<file path="src/rtl/irq_regs_pkg.sv">
// register map, field layouts and reset values of the interrupt enable and priority block
// assumes a single 100 MHz core clock and a 32-bit AHB-Lite register port
// Operation
// enable one passes request, zero blocks it
// unimplemented bits read zero, ignore writes
// priority code 111 means level 7, highest
// code 001 is level 1, codes map directly
// code 000 disables source entirely
// prio0 bits 14-12 timer1 priority
// prio0 bits 10-8 output compare 1 priority
// prio0 bits 6-4 input capture 1 priority
// prio0 bits 2-0 external irq 0 priority
// prio1 timer2, outcmp2, incap2 priority fields
// prio1 bits 2-0 dma channel 0 priority
// en3 bits 15,14,13 pwm1 fault, rtc, dma5
// en3 bits 12,11 codec event and error
// en3 bit 10 qe1, bit 9 pwm1; 8-0 zero
// en4 bits 15,14 dac left and right
// en4 bits 11,10,9 qe2, pwm2 fault, pwm2
// en4 bits 6,5,4 can1 tx, dma7, dma6
// en4 bits 3,2,1 crc, uart2 err, uart1 err
// request counts only if flagged, enabled, prioritised; prioritised flags here need no enable, enable-only flags no field
package irq_regs_pkg;

  // byte addresses on the register port
  localparam logic [7:0] ADDR_EN3 = 8'h00;
  localparam logic [7:0] ADDR_EN4 = 8'h04;
  localparam logic [7:0] ADDR_PRIO0 = 8'h08;
  localparam logic [7:0] ADDR_PRIO1 = 8'h0C;
  localparam logic [7:0] ADDR_STATUS = 8'h10;
  localparam logic [7:0] ADDR_MASK = 8'h14;
  localparam logic [7:0] ADDR_LEVEL = 8'h18;

  // writable bits of each register; everything else is unimplemented
  localparam logic [15:0] EN3_IMPL = 16'hFE00;
  localparam logic [15:0] EN4_IMPL = 16'hCE7E;
  localparam logic [15:0] PRIO_IMPL = 16'h7777;
  localparam logic [15:0] EN_RESET = 16'h0000;
  // priority fields come up as level 4 (100 per field)
  localparam logic [15:0] PRIO_RESET = 16'h4444;

  localparam int PRIO_W = 3;
  localparam logic [2:0] PRIO_OFF = 3'h0;
  localparam logic [2:0] PRIO_MAX = 3'h7;
  // enable-only sources have no priority field here, so they rank lowest
  localparam logic [2:0] PRIO_MIN = 3'h1;

  // enable bit positions in en3
  localparam int EN3_PWM1_FLT = 15;
  localparam int EN3_RTC = 14;
  localparam int EN3_DMA5 = 13;
  localparam int EN3_CODEC_EVT = 12;
  localparam int EN3_CODEC_ERR = 11;
  localparam int EN3_QE1 = 10;
  localparam int EN3_PWM1 = 9;
  // enable bit positions in en4
  localparam int EN4_DAC_L = 15;
  localparam int EN4_DAC_R = 14;
  localparam int EN4_QE2 = 11;
  localparam int EN4_PWM2_FLT = 10;
  localparam int EN4_PWM2 = 9;
  localparam int EN4_CAN1_TX = 6;
  localparam int EN4_DMA7 = 5;
  localparam int EN4_DMA6 = 4;
  localparam int EN4_CRC = 3;
  localparam int EN4_UART2_ERR = 2;
  localparam int EN4_UART1_ERR = 1;

  // field lsb positions inside a priority register
  localparam int PF3_LSB = 12;
  localparam int PF2_LSB = 8;
  localparam int PF1_LSB = 4;
  localparam int PF0_LSB = 0;

  // source count: 8 prioritised; the 18 enabled-only sources sit in two 16-bit vectors
  localparam int NUM_PRIO_SRC = 8;
  localparam int NUM_EN_SRC = 16;

  // status / mask bits
  localparam int EVT_W = 2;
  localparam int EVT_RISE = 0;
  localparam int EVT_BAD_ADDR = 1;

  localparam logic [1:0] HTRANS_NONSEQ = 2'h2;
  localparam logic [1:0] HTRANS_SEQ = 2'h3;

  typedef struct packed {
    logic [15:0] en3;
    logic [15:0] en4;
    logic [15:0] prio0;
    logic [15:0] prio1;
  } ctrl_regs_s;

  typedef struct packed {
    logic valid;
    logic write;
    logic [7:0] addr;
  } bus_req_s;

endpackage : irq_regs_pkg

</file>
<file path="src/rtl/irq_enable_priority_regs.sv">
// interrupt enable and priority registers with merged cpu request
// assumes synchronous request inputs, single-word AHB-Lite accesses, one clock
`timescale 1ns/1ps
module irq_enable_priority_regs (
  input wire logic core_clk, // system clock, 100 MHz
  input wire logic rst, // async reset, active high
  input wire logic hsel, // slave select
  input wire logic [31:0] haddr, // byte address
  input wire logic [1:0] htrans, // transfer type
  input wire logic hwrite, // write when high
  input wire logic [2:0] hsize, // transfer size
  input wire logic [31:0] hwdata, // write data
  input wire logic hready, // bus ready in
  output logic [31:0] hrdata, // read data
  output logic hreadyout, // slave ready
  output logic hresp, // always okay
  input wire logic [7:0] prio_src_req, // timer1,oc1,ic1,ext0,timer2,oc2,ic2,dma0 flags
  input wire logic [15:0] en3_src_req, // request flags at en3 bit positions
  input wire logic [15:0] en4_src_req, // request flags at en4 bit positions
  output logic cpu_irq_req, // merged request to the cpu
  output logic [2:0] cpu_irq_level, // highest pending priority level
  output logic irq // block interrupt, level
);

  // control registers and their next values
  irq_regs_pkg::ctrl_regs_s regs;
  irq_regs_pkg::ctrl_regs_s next_regs;
  // address phase held over into its data phase
  irq_regs_pkg::bus_req_s req;
  irq_regs_pkg::bus_req_s next_req;
  // sticky events, their mask and this cycle's sets and clears
  logic [irq_regs_pkg::EVT_W-1:0] status;
  logic [irq_regs_pkg::EVT_W-1:0] next_status;
  logic [irq_regs_pkg::EVT_W-1:0] mask;
  logic [irq_regs_pkg::EVT_W-1:0] next_mask;
  logic [irq_regs_pkg::EVT_W-1:0] evt_set;
  logic [irq_regs_pkg::EVT_W-1:0] evt_clr;
  // registered bus outputs
  logic [31:0] next_hrdata;
  logic next_hreadyout;
  logic next_hresp;
  // request path
  logic next_cpu_irq_req;
  logic [2:0] next_cpu_irq_level;
  logic next_irq;
  logic pending;
  logic next_pending;
  logic [2:0] prio_vec [irq_regs_pkg::NUM_PRIO_SRC];
  logic [irq_regs_pkg::NUM_PRIO_SRC-1:0] prio_live;
  logic [2:0] best;
  logic any_en;
  logic [15:0] en3_live;
  logic [15:0] en4_live;
  // write strobes from the held address phase
  logic wr_en3;
  logic wr_en4;
  logic wr_prio0;
  logic wr_prio1;
  logic wr_status;
  logic wr_mask;
  logic bad_access;
  // enable bits by source
  logic pwm1_fault_a_irq_enable;
  logic realtime_clock_irq_enable;
  logic dma_ch5_done_irq_enable;
  logic codec_if_event_irq_enable;
  logic codec_if_error_irq_enable;
  logic quad_encoder1_irq_enable;
  logic pwm_unit1_irq_enable;
  logic dac_left_irq_enable;
  logic dac_right_irq_enable;
  logic quad_encoder2_irq_enable;
  logic pwm2_fault_a_irq_enable;
  logic pwm_unit2_irq_enable;
  logic can1_tx_ready_irq_enable;
  logic dma_ch7_done_irq_enable;
  logic dma_ch6_done_irq_enable;
  logic checksum_gen_irq_enable;
  logic uart2_error_irq_enable;
  logic uart1_error_irq_enable;
  // priority fields by source
  logic [2:0] timer1_irq_priority;
  logic [2:0] outcmp1_irq_priority;
  logic [2:0] incap1_irq_priority;
  logic [2:0] ext_irq0_priority;
  logic [2:0] timer2_irq_priority;
  logic [2:0] outcmp2_irq_priority;
  logic [2:0] incap2_irq_priority;
  logic [2:0] dma_ch0_done_priority;

  function automatic logic [2:0] field(input logic [15:0] r, input int lsb);
    field = r[lsb +: irq_regs_pkg::PRIO_W];
  endfunction : field

  function automatic logic known_addr(input logic [7:0] a);
    known_addr = (a == irq_regs_pkg::ADDR_EN3) || (a == irq_regs_pkg::ADDR_EN4) ||
                 (a == irq_regs_pkg::ADDR_PRIO0) || (a == irq_regs_pkg::ADDR_PRIO1) ||
                 (a == irq_regs_pkg::ADDR_STATUS) || (a == irq_regs_pkg::ADDR_MASK) ||
                 (a == irq_regs_pkg::ADDR_LEVEL);
  endfunction : known_addr

  // unimplemented bits never take a write, so they always read back zero
  function automatic logic [15:0] masked(input logic [15:0] d, input logic [15:0] impl);
    masked = d & impl;
  endfunction : masked

  // enable bits taken out of the two enable registers
  assign pwm1_fault_a_irq_enable = regs.en3[irq_regs_pkg::EN3_PWM1_FLT];
  assign realtime_clock_irq_enable = regs.en3[irq_regs_pkg::EN3_RTC];
  assign dma_ch5_done_irq_enable = regs.en3[irq_regs_pkg::EN3_DMA5];
  assign codec_if_event_irq_enable = regs.en3[irq_regs_pkg::EN3_CODEC_EVT];
  assign codec_if_error_irq_enable = regs.en3[irq_regs_pkg::EN3_CODEC_ERR];
  assign quad_encoder1_irq_enable = regs.en3[irq_regs_pkg::EN3_QE1];
  assign pwm_unit1_irq_enable = regs.en3[irq_regs_pkg::EN3_PWM1];
  assign dac_left_irq_enable = regs.en4[irq_regs_pkg::EN4_DAC_L];
  assign dac_right_irq_enable = regs.en4[irq_regs_pkg::EN4_DAC_R];
  assign quad_encoder2_irq_enable = regs.en4[irq_regs_pkg::EN4_QE2];
  assign pwm2_fault_a_irq_enable = regs.en4[irq_regs_pkg::EN4_PWM2_FLT];
  assign pwm_unit2_irq_enable = regs.en4[irq_regs_pkg::EN4_PWM2];
  assign can1_tx_ready_irq_enable = regs.en4[irq_regs_pkg::EN4_CAN1_TX];
  assign dma_ch7_done_irq_enable = regs.en4[irq_regs_pkg::EN4_DMA7];
  assign dma_ch6_done_irq_enable = regs.en4[irq_regs_pkg::EN4_DMA6];
  assign checksum_gen_irq_enable = regs.en4[irq_regs_pkg::EN4_CRC];
  assign uart2_error_irq_enable = regs.en4[irq_regs_pkg::EN4_UART2_ERR];
  assign uart1_error_irq_enable = regs.en4[irq_regs_pkg::EN4_UART1_ERR];

  // priority codes map straight to levels 1..7, 000 means off
  assign timer1_irq_priority = field(regs.prio0, irq_regs_pkg::PF3_LSB);
  assign outcmp1_irq_priority = field(regs.prio0, irq_regs_pkg::PF2_LSB);
  assign incap1_irq_priority = field(regs.prio0, irq_regs_pkg::PF1_LSB);
  assign ext_irq0_priority = field(regs.prio0, irq_regs_pkg::PF0_LSB);
  assign timer2_irq_priority = field(regs.prio1, irq_regs_pkg::PF3_LSB);
  assign outcmp2_irq_priority = field(regs.prio1, irq_regs_pkg::PF2_LSB);
  assign incap2_irq_priority = field(regs.prio1, irq_regs_pkg::PF1_LSB);
  assign dma_ch0_done_priority = field(regs.prio1, irq_regs_pkg::PF0_LSB);

  always_comb begin
    prio_vec[0] = timer1_irq_priority;
    prio_vec[1] = outcmp1_irq_priority;
    prio_vec[2] = incap1_irq_priority;
    prio_vec[3] = ext_irq0_priority;
    prio_vec[4] = timer2_irq_priority;
    prio_vec[5] = outcmp2_irq_priority;
    prio_vec[6] = incap2_irq_priority;
    prio_vec[7] = dma_ch0_done_priority;
  end

  // enable-only sources: a flag passes only through its own enable bit
  always_comb begin
    en3_live = 16'h0000;
    en3_live[irq_regs_pkg::EN3_PWM1_FLT] = en3_src_req[irq_regs_pkg::EN3_PWM1_FLT] &&
      pwm1_fault_a_irq_enable;
    en3_live[irq_regs_pkg::EN3_RTC] = en3_src_req[irq_regs_pkg::EN3_RTC] &&
      realtime_clock_irq_enable;
    en3_live[irq_regs_pkg::EN3_DMA5] = en3_src_req[irq_regs_pkg::EN3_DMA5] &&
      dma_ch5_done_irq_enable;
    en3_live[irq_regs_pkg::EN3_CODEC_EVT] = en3_src_req[irq_regs_pkg::EN3_CODEC_EVT] &&
      codec_if_event_irq_enable;
    en3_live[irq_regs_pkg::EN3_CODEC_ERR] = en3_src_req[irq_regs_pkg::EN3_CODEC_ERR] &&
      codec_if_error_irq_enable;
    en3_live[irq_regs_pkg::EN3_QE1] = en3_src_req[irq_regs_pkg::EN3_QE1] &&
      quad_encoder1_irq_enable;
    en3_live[irq_regs_pkg::EN3_PWM1] = en3_src_req[irq_regs_pkg::EN3_PWM1] &&
      pwm_unit1_irq_enable;
  end

  always_comb begin
    en4_live = 16'h0000;
    en4_live[irq_regs_pkg::EN4_DAC_L] = en4_src_req[irq_regs_pkg::EN4_DAC_L] &&
      dac_left_irq_enable;
    en4_live[irq_regs_pkg::EN4_DAC_R] = en4_src_req[irq_regs_pkg::EN4_DAC_R] &&
      dac_right_irq_enable;
    en4_live[irq_regs_pkg::EN4_QE2] = en4_src_req[irq_regs_pkg::EN4_QE2] &&
      quad_encoder2_irq_enable;
    en4_live[irq_regs_pkg::EN4_PWM2_FLT] = en4_src_req[irq_regs_pkg::EN4_PWM2_FLT] &&
      pwm2_fault_a_irq_enable;
    en4_live[irq_regs_pkg::EN4_PWM2] = en4_src_req[irq_regs_pkg::EN4_PWM2] &&
      pwm_unit2_irq_enable;
    en4_live[irq_regs_pkg::EN4_CAN1_TX] = en4_src_req[irq_regs_pkg::EN4_CAN1_TX] &&
      can1_tx_ready_irq_enable;
    en4_live[irq_regs_pkg::EN4_DMA7] = en4_src_req[irq_regs_pkg::EN4_DMA7] &&
      dma_ch7_done_irq_enable;
    en4_live[irq_regs_pkg::EN4_DMA6] = en4_src_req[irq_regs_pkg::EN4_DMA6] &&
      dma_ch6_done_irq_enable;
    en4_live[irq_regs_pkg::EN4_CRC] = en4_src_req[irq_regs_pkg::EN4_CRC] &&
      checksum_gen_irq_enable;
    en4_live[irq_regs_pkg::EN4_UART2_ERR] = en4_src_req[irq_regs_pkg::EN4_UART2_ERR] &&
      uart2_error_irq_enable;
    en4_live[irq_regs_pkg::EN4_UART1_ERR] = en4_src_req[irq_regs_pkg::EN4_UART1_ERR] &&
      uart1_error_irq_enable;
  end

  // a prioritised source is live only while flagged with a nonzero field
  always_comb begin
    for (int i = 0; i < irq_regs_pkg::NUM_PRIO_SRC; i++) begin
      prio_live[i] = prio_src_req[i] && (prio_vec[i] != irq_regs_pkg::PRIO_OFF);
    end
  end

  // ranking: pick the highest level among live prioritised sources
  always_comb begin
    best = irq_regs_pkg::PRIO_OFF;
    for (int i = 0; i < irq_regs_pkg::NUM_PRIO_SRC; i++) begin
      if (prio_live[i] && prio_vec[i] > best) begin
        best = prio_vec[i];
      end
    end
    // enable-only sources never outrank a prioritised one
    any_en = (|en3_live) || (|en4_live);
    if (any_en && best == irq_regs_pkg::PRIO_OFF) begin
      best = irq_regs_pkg::PRIO_MIN;
    end
    next_cpu_irq_level = best;
    next_cpu_irq_req = (best != irq_regs_pkg::PRIO_OFF);
    next_pending = next_cpu_irq_req;
  end

  // bus: capture address phase, act in data phase, zero wait
  always_comb begin
    next_req.valid = hsel && hready &&
                     (htrans == irq_regs_pkg::HTRANS_NONSEQ || htrans == irq_regs_pkg::HTRANS_SEQ);
    next_req.write = hwrite;
    next_req.addr = haddr[7:0];
  end

  // write strobes; an unmapped access is answered okay but flagged
  always_comb begin
    wr_en3 = 1'b0;
    wr_en4 = 1'b0;
    wr_prio0 = 1'b0;
    wr_prio1 = 1'b0;
    wr_status = 1'b0;
    wr_mask = 1'b0;
    bad_access = req.valid && !known_addr(req.addr);
    if (req.valid && req.write) begin
      case (req.addr)
        irq_regs_pkg::ADDR_EN3: wr_en3 = 1'b1;
        irq_regs_pkg::ADDR_EN4: wr_en4 = 1'b1;
        irq_regs_pkg::ADDR_PRIO0: wr_prio0 = 1'b1;
        irq_regs_pkg::ADDR_PRIO1: wr_prio1 = 1'b1;
        irq_regs_pkg::ADDR_STATUS: wr_status = 1'b1;
        irq_regs_pkg::ADDR_MASK: wr_mask = 1'b1;
        default: wr_en3 = 1'b0;
      endcase
    end
  end

  always_comb begin
    next_regs = regs;
    if (wr_en3) begin
      next_regs.en3 = masked(hwdata[15:0], irq_regs_pkg::EN3_IMPL);
    end
    if (wr_en4) begin
      next_regs.en4 = masked(hwdata[15:0], irq_regs_pkg::EN4_IMPL);
    end
    if (wr_prio0) begin
      next_regs.prio0 = masked(hwdata[15:0], irq_regs_pkg::PRIO_IMPL);
    end
    if (wr_prio1) begin
      next_regs.prio1 = masked(hwdata[15:0], irq_regs_pkg::PRIO_IMPL);
    end
  end

  // hardware sets win over software clears, so no event is lost
  always_comb begin
    evt_set = '0;
    evt_set[irq_regs_pkg::EVT_RISE] = next_pending && !pending;
    evt_set[irq_regs_pkg::EVT_BAD_ADDR] = bad_access;
    evt_clr = wr_status ? hwdata[irq_regs_pkg::EVT_W-1:0] : '0;
    next_status = (status & ~evt_clr) | evt_set;
    next_mask = wr_mask ? hwdata[irq_regs_pkg::EVT_W-1:0] : mask;
    next_irq = |(next_status & next_mask);
  end

  // read data sees a write finishing in the same cycle
  always_comb begin
    next_hreadyout = 1'b1;
    next_hresp = 1'b0;
    next_hrdata = 32'h0000_0000;
    if (next_req.valid && !hwrite) begin
      case (haddr[7:0])
        irq_regs_pkg::ADDR_EN3: next_hrdata[15:0] = next_regs.en3;
        irq_regs_pkg::ADDR_EN4: next_hrdata[15:0] = next_regs.en4;
        irq_regs_pkg::ADDR_PRIO0: next_hrdata[15:0] = next_regs.prio0;
        irq_regs_pkg::ADDR_PRIO1: next_hrdata[15:0] = next_regs.prio1;
        irq_regs_pkg::ADDR_STATUS: next_hrdata[1:0] = next_status;
        irq_regs_pkg::ADDR_MASK: next_hrdata[1:0] = next_mask;
        irq_regs_pkg::ADDR_LEVEL: next_hrdata[3:0] = {next_cpu_irq_req, next_cpu_irq_level};
        default: next_hrdata = 32'h0000_0000;
      endcase
    end
  end

  // control registers
  always_ff @(posedge core_clk or posedge rst) begin
    if (rst) begin
      regs.en3 <= irq_regs_pkg::EN_RESET;
      regs.en4 <= irq_regs_pkg::EN_RESET;
      regs.prio0 <= irq_regs_pkg::PRIO_RESET;
      regs.prio1 <= irq_regs_pkg::PRIO_RESET;
    end else begin
      regs <= next_regs;
    end
  end

  always_ff @(posedge core_clk or posedge rst) begin
    if (rst) begin
      req <= '0;
      hrdata <= 32'h0000_0000;
      hreadyout <= 1'b1;
      hresp <= 1'b0;
    end else begin
      req <= next_req;
      hrdata <= next_hrdata;
      hreadyout <= next_hreadyout;
      hresp <= next_hresp;
    end
  end

  always_ff @(posedge core_clk or posedge rst) begin
    if (rst) begin
      status <= '0;
      mask <= '0;
      irq <= 1'b0;
    end else begin
      status <= next_status;
      mask <= next_mask;
      irq <= next_irq;
    end
  end

  always_ff @(posedge core_clk or posedge rst) begin
    if (rst) begin
      pending <= 1'b0;
      cpu_irq_req <= 1'b0;
      cpu_irq_level <= irq_regs_pkg::PRIO_OFF;
    end else begin
      pending <= next_pending;
      cpu_irq_req <= next_cpu_irq_req;
      cpu_irq_level <= next_cpu_irq_level;
    end
  end

endmodule : irq_enable_priority_regs

</file>
<file path="config.mk">
export PLATFORM = sky130hd
export DESIGN_NAME = irq_enable_priority_regs
export DESIGN_NICKNAME = d
export VERILOG_FILES = /design/src/rtl/irq_regs_pkg.sv /design/src/rtl/irq_enable_priority_regs.sv
export SDC_FILE = /design/constraint.sdc
export NUM_CORES = 1
export LEC_CHECK = 0
export BUFFER_PORTS_ARGS = -buffer_cell sky130_fd_sc_hd__buf_4
export CORE_MARGIN = 5
export CORE_UTILIZATION = 56
export DETAILED_ROUTE_END_ITERATION = 7
export PLACE_DENSITY = 0.85
export SLEW_MARGIN = 10
export SYNTH_ARGS = -nofsm -noshare
export SYNTH_HDL_FRONTEND = slang
export SYNTH_SLANG_ARGS = --single-unit
</file>
<file path="constraint.sdc">
create_clock -name core_clk -period 16.3 [get_ports core_clk]
set_input_delay 0.815 -clock core_clk [delete_from_list [all_inputs] [get_ports core_clk]]
set_output_delay 0.815 -clock core_clk [all_outputs]
set_load 0.02 [all_outputs]
</file>
### Word level (Yosys, flattened, before mapping)

Index checks and enable logic that the tools add are counted.

* input bits: 114
* bits in latches: 0
* RAM bits: 0
* ROM bits: 0
* memories kept: 0
* register bits: 115

* add/subtract/negate cells: 0
* bitwise operators: 4
* reduce and logical (&&, ||, !) cells: 67
* div/mod/pow operators: 0
* $mul: 0
* shifts and indexed selects: 0
* order comparisons: 8
* eq/ne operators: 14
* multiplexer cells: 31

Operators with widths (number)
* $mux 16: 5
* $eq 8x5->1 const B: 6
* $pmux 12 s4: 1
* $logic_and 1x1->1: 41
* $eq 8x4->1 const B: 4
* $mux 3: 9
* $reduce_bool 3->1: 9
* $gt 3x3->1: 7
* $eq 8x3->1 const B: 2
* $logic_not 8->1: 2
* $pmux 2 s7: 1
* $mux 1: 12
* $reduce_or 11->1: 1
* $pmux 2 s5: 1
* $logic_or 1x1->1: 8
* $reduce_or 7->1: 1
* $and 2x2->2: 2
* $eq 2x2->1 const B: 2
* $mux 2: 2
* $gt 3x1->1 const B: 1
* $logic_not 1->1: 3
* $logic_not 3->1: 1
* $not 2->2: 1
* $or 2x2->2: 1
* $reduce_or 2->1: 1

### Depth between registers and ports, before layout

* word-level depth: 33
* mapped depth: 52
* depth with buffers taken out: 52

### Worst setup path after synthesis

Ideal clock, no wire load.

* path type: input -> register
* from: input prio_src_req[0]
* to: register irq
* setup slack: 6.208 ns
* library setup time: 0.121 ns
* stages on the path: 48
* arrival: 9.971 ns
* buffers on the path: 0
* path through: and2_1 ha_1 and3_1 a211oi_4 o21ai_0 a22o_1 ha_1 nor2_1 maj3_1 maj3_1 a31o_2 ha_1 nor2_1 a221oi_1 a2111oi_0 a21o_1 ha_1 nor2_1 [... 12 more ...] a21oi_1 a21o_1 ha_1 nor2_1 o211ai_1 o31a_1 nor3_1 mux2_2 inv_1 ha_1 o21ai_0 inv_1 o21ai_0 o31ai_1 a211oi_2 o2111ai_2 a21o_1 a22o_1

* cells in the longest elaborated chain, start to end: 32

Ends and longest elaborated chain
* start, declared: line irq_enable_priority_regs.sv:17 `input wire logic [7:0] prio_src_req,`
* $logic_and 1x1->1 *: line irq_enable_priority_regs.sv:196 `prio_live[i] = prio_src_req[i] && (prio_vec[i] != irq_regs_pkg::PRIO_OFF);`
* $logic_and 1x1->1 *: line irq_enable_priority_regs.sv:204 `if (prio_live[i] && prio_vec[i] > best) begin`
* $mux 3 *: line irq_enable_priority_regs.sv:204
* $gt 3x3->1: line irq_enable_priority_regs.sv:204
* $logic_and 1x1->1: line irq_enable_priority_regs.sv:204
* $mux 3 *: line irq_enable_priority_regs.sv:204
* $gt 3x3->1: line irq_enable_priority_regs.sv:204
* $logic_and 1x1->1: line irq_enable_priority_regs.sv:204
* [... 19 more ...]
* $reduce_bool 3->1 *: line irq_enable_priority_regs.sv:214 `next_cpu_irq_req = (best != irq_regs_pkg::PRIO_OFF);`
* via next_cpu_irq_req: line irq_enable_priority_regs.sv:43 `logic next_cpu_irq_req;`
* $logic_and 1x1->1 *: line irq_enable_priority_regs.sv:267 `evt_set[irq_regs_pkg::EVT_RISE] = next_pending && !pending;`
* $or 2x2->2 *: line irq_enable_priority_regs.sv:270 `next_status = (status & ~evt_clr) | evt_set;`
* via next_status (one bit): line irq_enable_priority_regs.sv:33 `logic [irq_regs_pkg::EVT_W-1:0] next_status;`
* $and 2x2->2 *: line irq_enable_priority_regs.sv:272 `next_irq = |(next_status & next_mask);`
* $reduce_or 2->1 *: line irq_enable_priority_regs.sv:272
* via next_irq: line irq_enable_priority_regs.sv:45 `logic next_irq;`
* end signal, assigned: line irq_enable_priority_regs.sv:328 `irq <= next_irq;`
* end, declared: line irq_enable_priority_regs.sv:22 `output logic irq`

Mark *: on every way through the listed nets, which the timed path passes. The rest lies on a longest branch.

### Final worst setup path

Same ends and word-level chain as after synthesis.

==> impl_metrics.tcl <==
set metrics [dict create \
    status "finished clean" \
    synthMuxAreaShare_pct 4.85 \
    cts_resized 0 \
    criticalPathCategory "input pin to flop" \
    slew_violations 0 \
    cp_slowest_stage_delay_ns 0.64 \
    synth_edf_count 0 \
    grt-ovfl-total 0 \
    yosys.area_share.simple_pct 23.0 \
    grtUsageMet1_pct 33.1 \
    worstPathRequired_ns 16.56 \
    hold_violations 0 \
    total_power_mw 0.496 \
    insertion_delay_ns 0.38 \
    drv_cap 0 \
    synthDistinctLibCells 66 \
    synth_cells 571 \
    synth.avg_cell_area_um2 9.26 \
    route.detailed.drc 0 \
    totalWireLength_mm 13.9 \
    finalCritPeriodShare_pct 69.5 \
    grt_max_degree 95 \
    grt_use_met2_pct 40.6 \
    core_area_mm2 0.00924 \
    synth_fa_ha_area_share_pct 3.22 \
    synth_area_mm2 0.00529 \
    peakVddDrop_mv 0.0682 \
    io_pins 153 \
    cts_root_buffer "clkbuf_8" \
    clockBufferDepth 2 \
    tns_ns 0 \
    antenna_found_initial 0 \
    fp.dieW_um 107 \
    grt_pass1_wl_mm 22.3 \
    cp_max_fo 9 \
    ant_nets 0 \
    cp_num_buf_inv 3 \
    busiest_layer "met2" \
    layout.nets 764 \
    wl_per_cell_um 18.0 \
    async_reset_ff_share_pct 100 \
    startpoint_type "input pin" \
    drive_gt1_share_pct 20.4 \
    gp_congestion 0.901 \
    vias 4610 \
    hpwl_mm 10.1 \
    cp_slowest_cell "a2111oi_0" \
    clkTransAtPathRegs_ns 0.10 \
    synth_xor_area_share_pct 0 \
    start_util_pct 57.2 \
    die-height_um 107 \
    cts_buffers 9 \
    synth-compound-area-share_pct 16.2 \
    antenna_cells 0 \
    worst_path_most_repeated_cell "ha_1" \
    postCtsHoldBufs 0 \
    post-cts-setup-buffers 0 \
    arrival_ns 11.60 \
    power.density_mw_per_mm2 81.4 \
    relSlewSlack_pct 41.1 \
    fmax_mhz 88.2 \
    synth_top_family_by_area "simple AND/OR/NAND/NOR gates" \
    grt_pass1_vias 4474 \
    ys_seq_area_share_pct 47.0 \
    initialDrtViolationCount 467 \
    setup_viol 0 \
    hold_class "input pin to async pin" \
    syn_to_final_growth_pct 15.4 \
    yosys_warnings 0 \
    die-area_mm2 0.0115 \
    ys.flop_type "dfrtp_1" \
    htreeDepth 3 \
    skew_ns 0.0178 \
    rsz0062_at_grt "false" \
    critPathTopFamily "compound AO/OA/AOI/OAI gates" \
    grtUsageTotal_pct 24.7 \
    cts_tree "yes" \
    tightest_slew_ns 0.882 \
    cts.sinks 99 \
    rows 35 \
    avgViaCountPerCell 5.97 \
    use_met3_pct 5.18 \
    dr.pass1.iters 7 \
    finalCriticalPeriod_ns 11.33 \
    crit_path_end_kind "flop" \
    leakage_nw 2.89 \
    n_fill_cell 695 \
    ys_seq_elements 99 \
    portBuffers 75 \
]
==> worst register-to-register path, delay by kind of cell, from the launching register on <==
kind                     cells  cell delay [ns]
adder cells (fa/ha/maj)      9             2.53
flip-flops                   1             0.55
AO/OA/AOI/OAI               27             5.96
AND/OR/NAND/NOR              9             1.64
multiplexers                 1             0.39
buffers and inverters        2             0.13
==> layer usage <==
layer	vias to the layer above	routed length (um)
met2	270	6730
li1	2104	-
met3	33	1330
met1	2203	5540
met4	0	301
met5	-	0
==> logic make-up after synthesis <==
family | count (synthesis)
fa+ha+maj | 14
mux | 15
other cells | 2
flops | 99
simple gates | 265
buf+inv | 60
compound gates | 116
==> area by class of cell <==
| cell class | instances | area, um^2 | area share [%] |
|---|---|---|---|
| Multi-Input combinational cell | 428 | 2570 | 42.1 |
| Tap cell | 129 | 161 | 2.65 |
| Inverter | 22 | 85.1 | 1.39 |
| Clock buffer | 10 | 138 | 2.26 |
| Timing Repair Buffer | 78 | 589 | 9.66 |
| Clock inverter | 6 | 71.3 | 1.17 |
| Sequential cell | 99 | 2490 | 40.8 |
==> layout by cell type, fill, tap and decap left out, types with 14 or more instances in the layout <==
cell type | netlist | routed
and2_1 | 28 | 28
a21oi_1 | 19 | 19
nand2_1 | 152 | 152
conb_1 | 2 | 18
inv_1 | 21 | 20
nor2_1 | 26 | 26
dfrtp_1 | 91 | 91
o21ai_0 | 16 | 16
buf_4 | 18 | 77
nor2b_1 | 14 | 14
==> through the flow <==
stage / instances / hold slack [ns] / utilization [%] / setup WS, ns / cell area [um^2]
5_1_grt: 772 / 0.287 / 66.0 / 4.19 / 6100
3_5_place_dp: 756 / 0.452 / 63.7 / 4.74 / 5890
6_report: 772 / 0.292 / 66.0 / 4.97 / 6100
4_1_cts: 772 / 0.291 / 66.0 / 5.06 / 6100
3_3_place_gp: 756 / 0.442 / 63.7 / 5.14 / 5890
2_1_floorplan: 587 / 0.426 / - / 6.21 / 5350
==> power by group <==
group,switching (mW),internal [mW]
Combinational,0.0466,0.0319
Sequential,0.00322,0.251
Clock,0.0876,0.0764
==> sequential cells by signal, summed over array words and instances (netlist names), 2 cells and up <==
name                   count
status                     2
outcmp1_irq_priority       3
hrdata                    16
req                       10
dma_ch0_done_priority      3
mask                       2
outcmp2_irq_priority       3
regs                      24
ext_irq0_priority          3
incap1_irq_priority        3
cpu_irq_level              3
incap2_irq_priority        3
prio_vec                   6
==> cells in the mapped netlist (all sizes together), types with 3 or more instances <==
cell / number / area, um^2
nand2: 152 / 571
dfrtp: 91 / 2280
and2: 28 / 175
nor2: 26 / 97.6
inv: 21 / 78.8
a21oi: 20 / 104
clkbuf: 20 / 75.1
buf: 18 / 135
o21ai: 16 / 80.1
nor2b: 14 / 87.6
ha: 12 / 150
nand3: 11 / 55.1
a31oi: 9 / 56.3
a21o: 8 / 60.1
dfstp: 8 / 210
mux4: 8 / 180
nand4: 7 / 43.8
a22o: 6 / 52.6
a22oi: 6 / 45.0
a31o: 6 / 52.6
nor3: 6 / 35.0
o211ai: 6 / 45.0
and3: 5 / 31.3
mux2: 5 / 56.3
nor4: 5 / 37.5
a21boi: 4 / 30.0
o22ai: 4 / 25.0
a211oi: 3 / 40.0
a221oi: 3 / 26.3
o21a: 3 / 22.5
or2: 3 / 18.8
==> final timing paths <==
| path | start | endpoint | slack [ns] | cells after the start |
|---|---|---|---|---|
| worst max-delay path | prio_src_req[0] | irq | 4.97 | 49 |
| worst min-delay path | rst | regs[56] | 0.29 | 2 |
| worst max register to register | prio_vec[23] | irq | 4.98 | 48 |
| worst min register to register | regs[39] | regs[39] | 0.48 | 2 |
| max in group asynchronous | rst | checksum_gen_irq_enable | 14.99 | 3 |
| min in group core_clk | regs[39] | regs[39] | 0.48 | 2 |
Note: power is estimated with default switching activity, not from simulation.
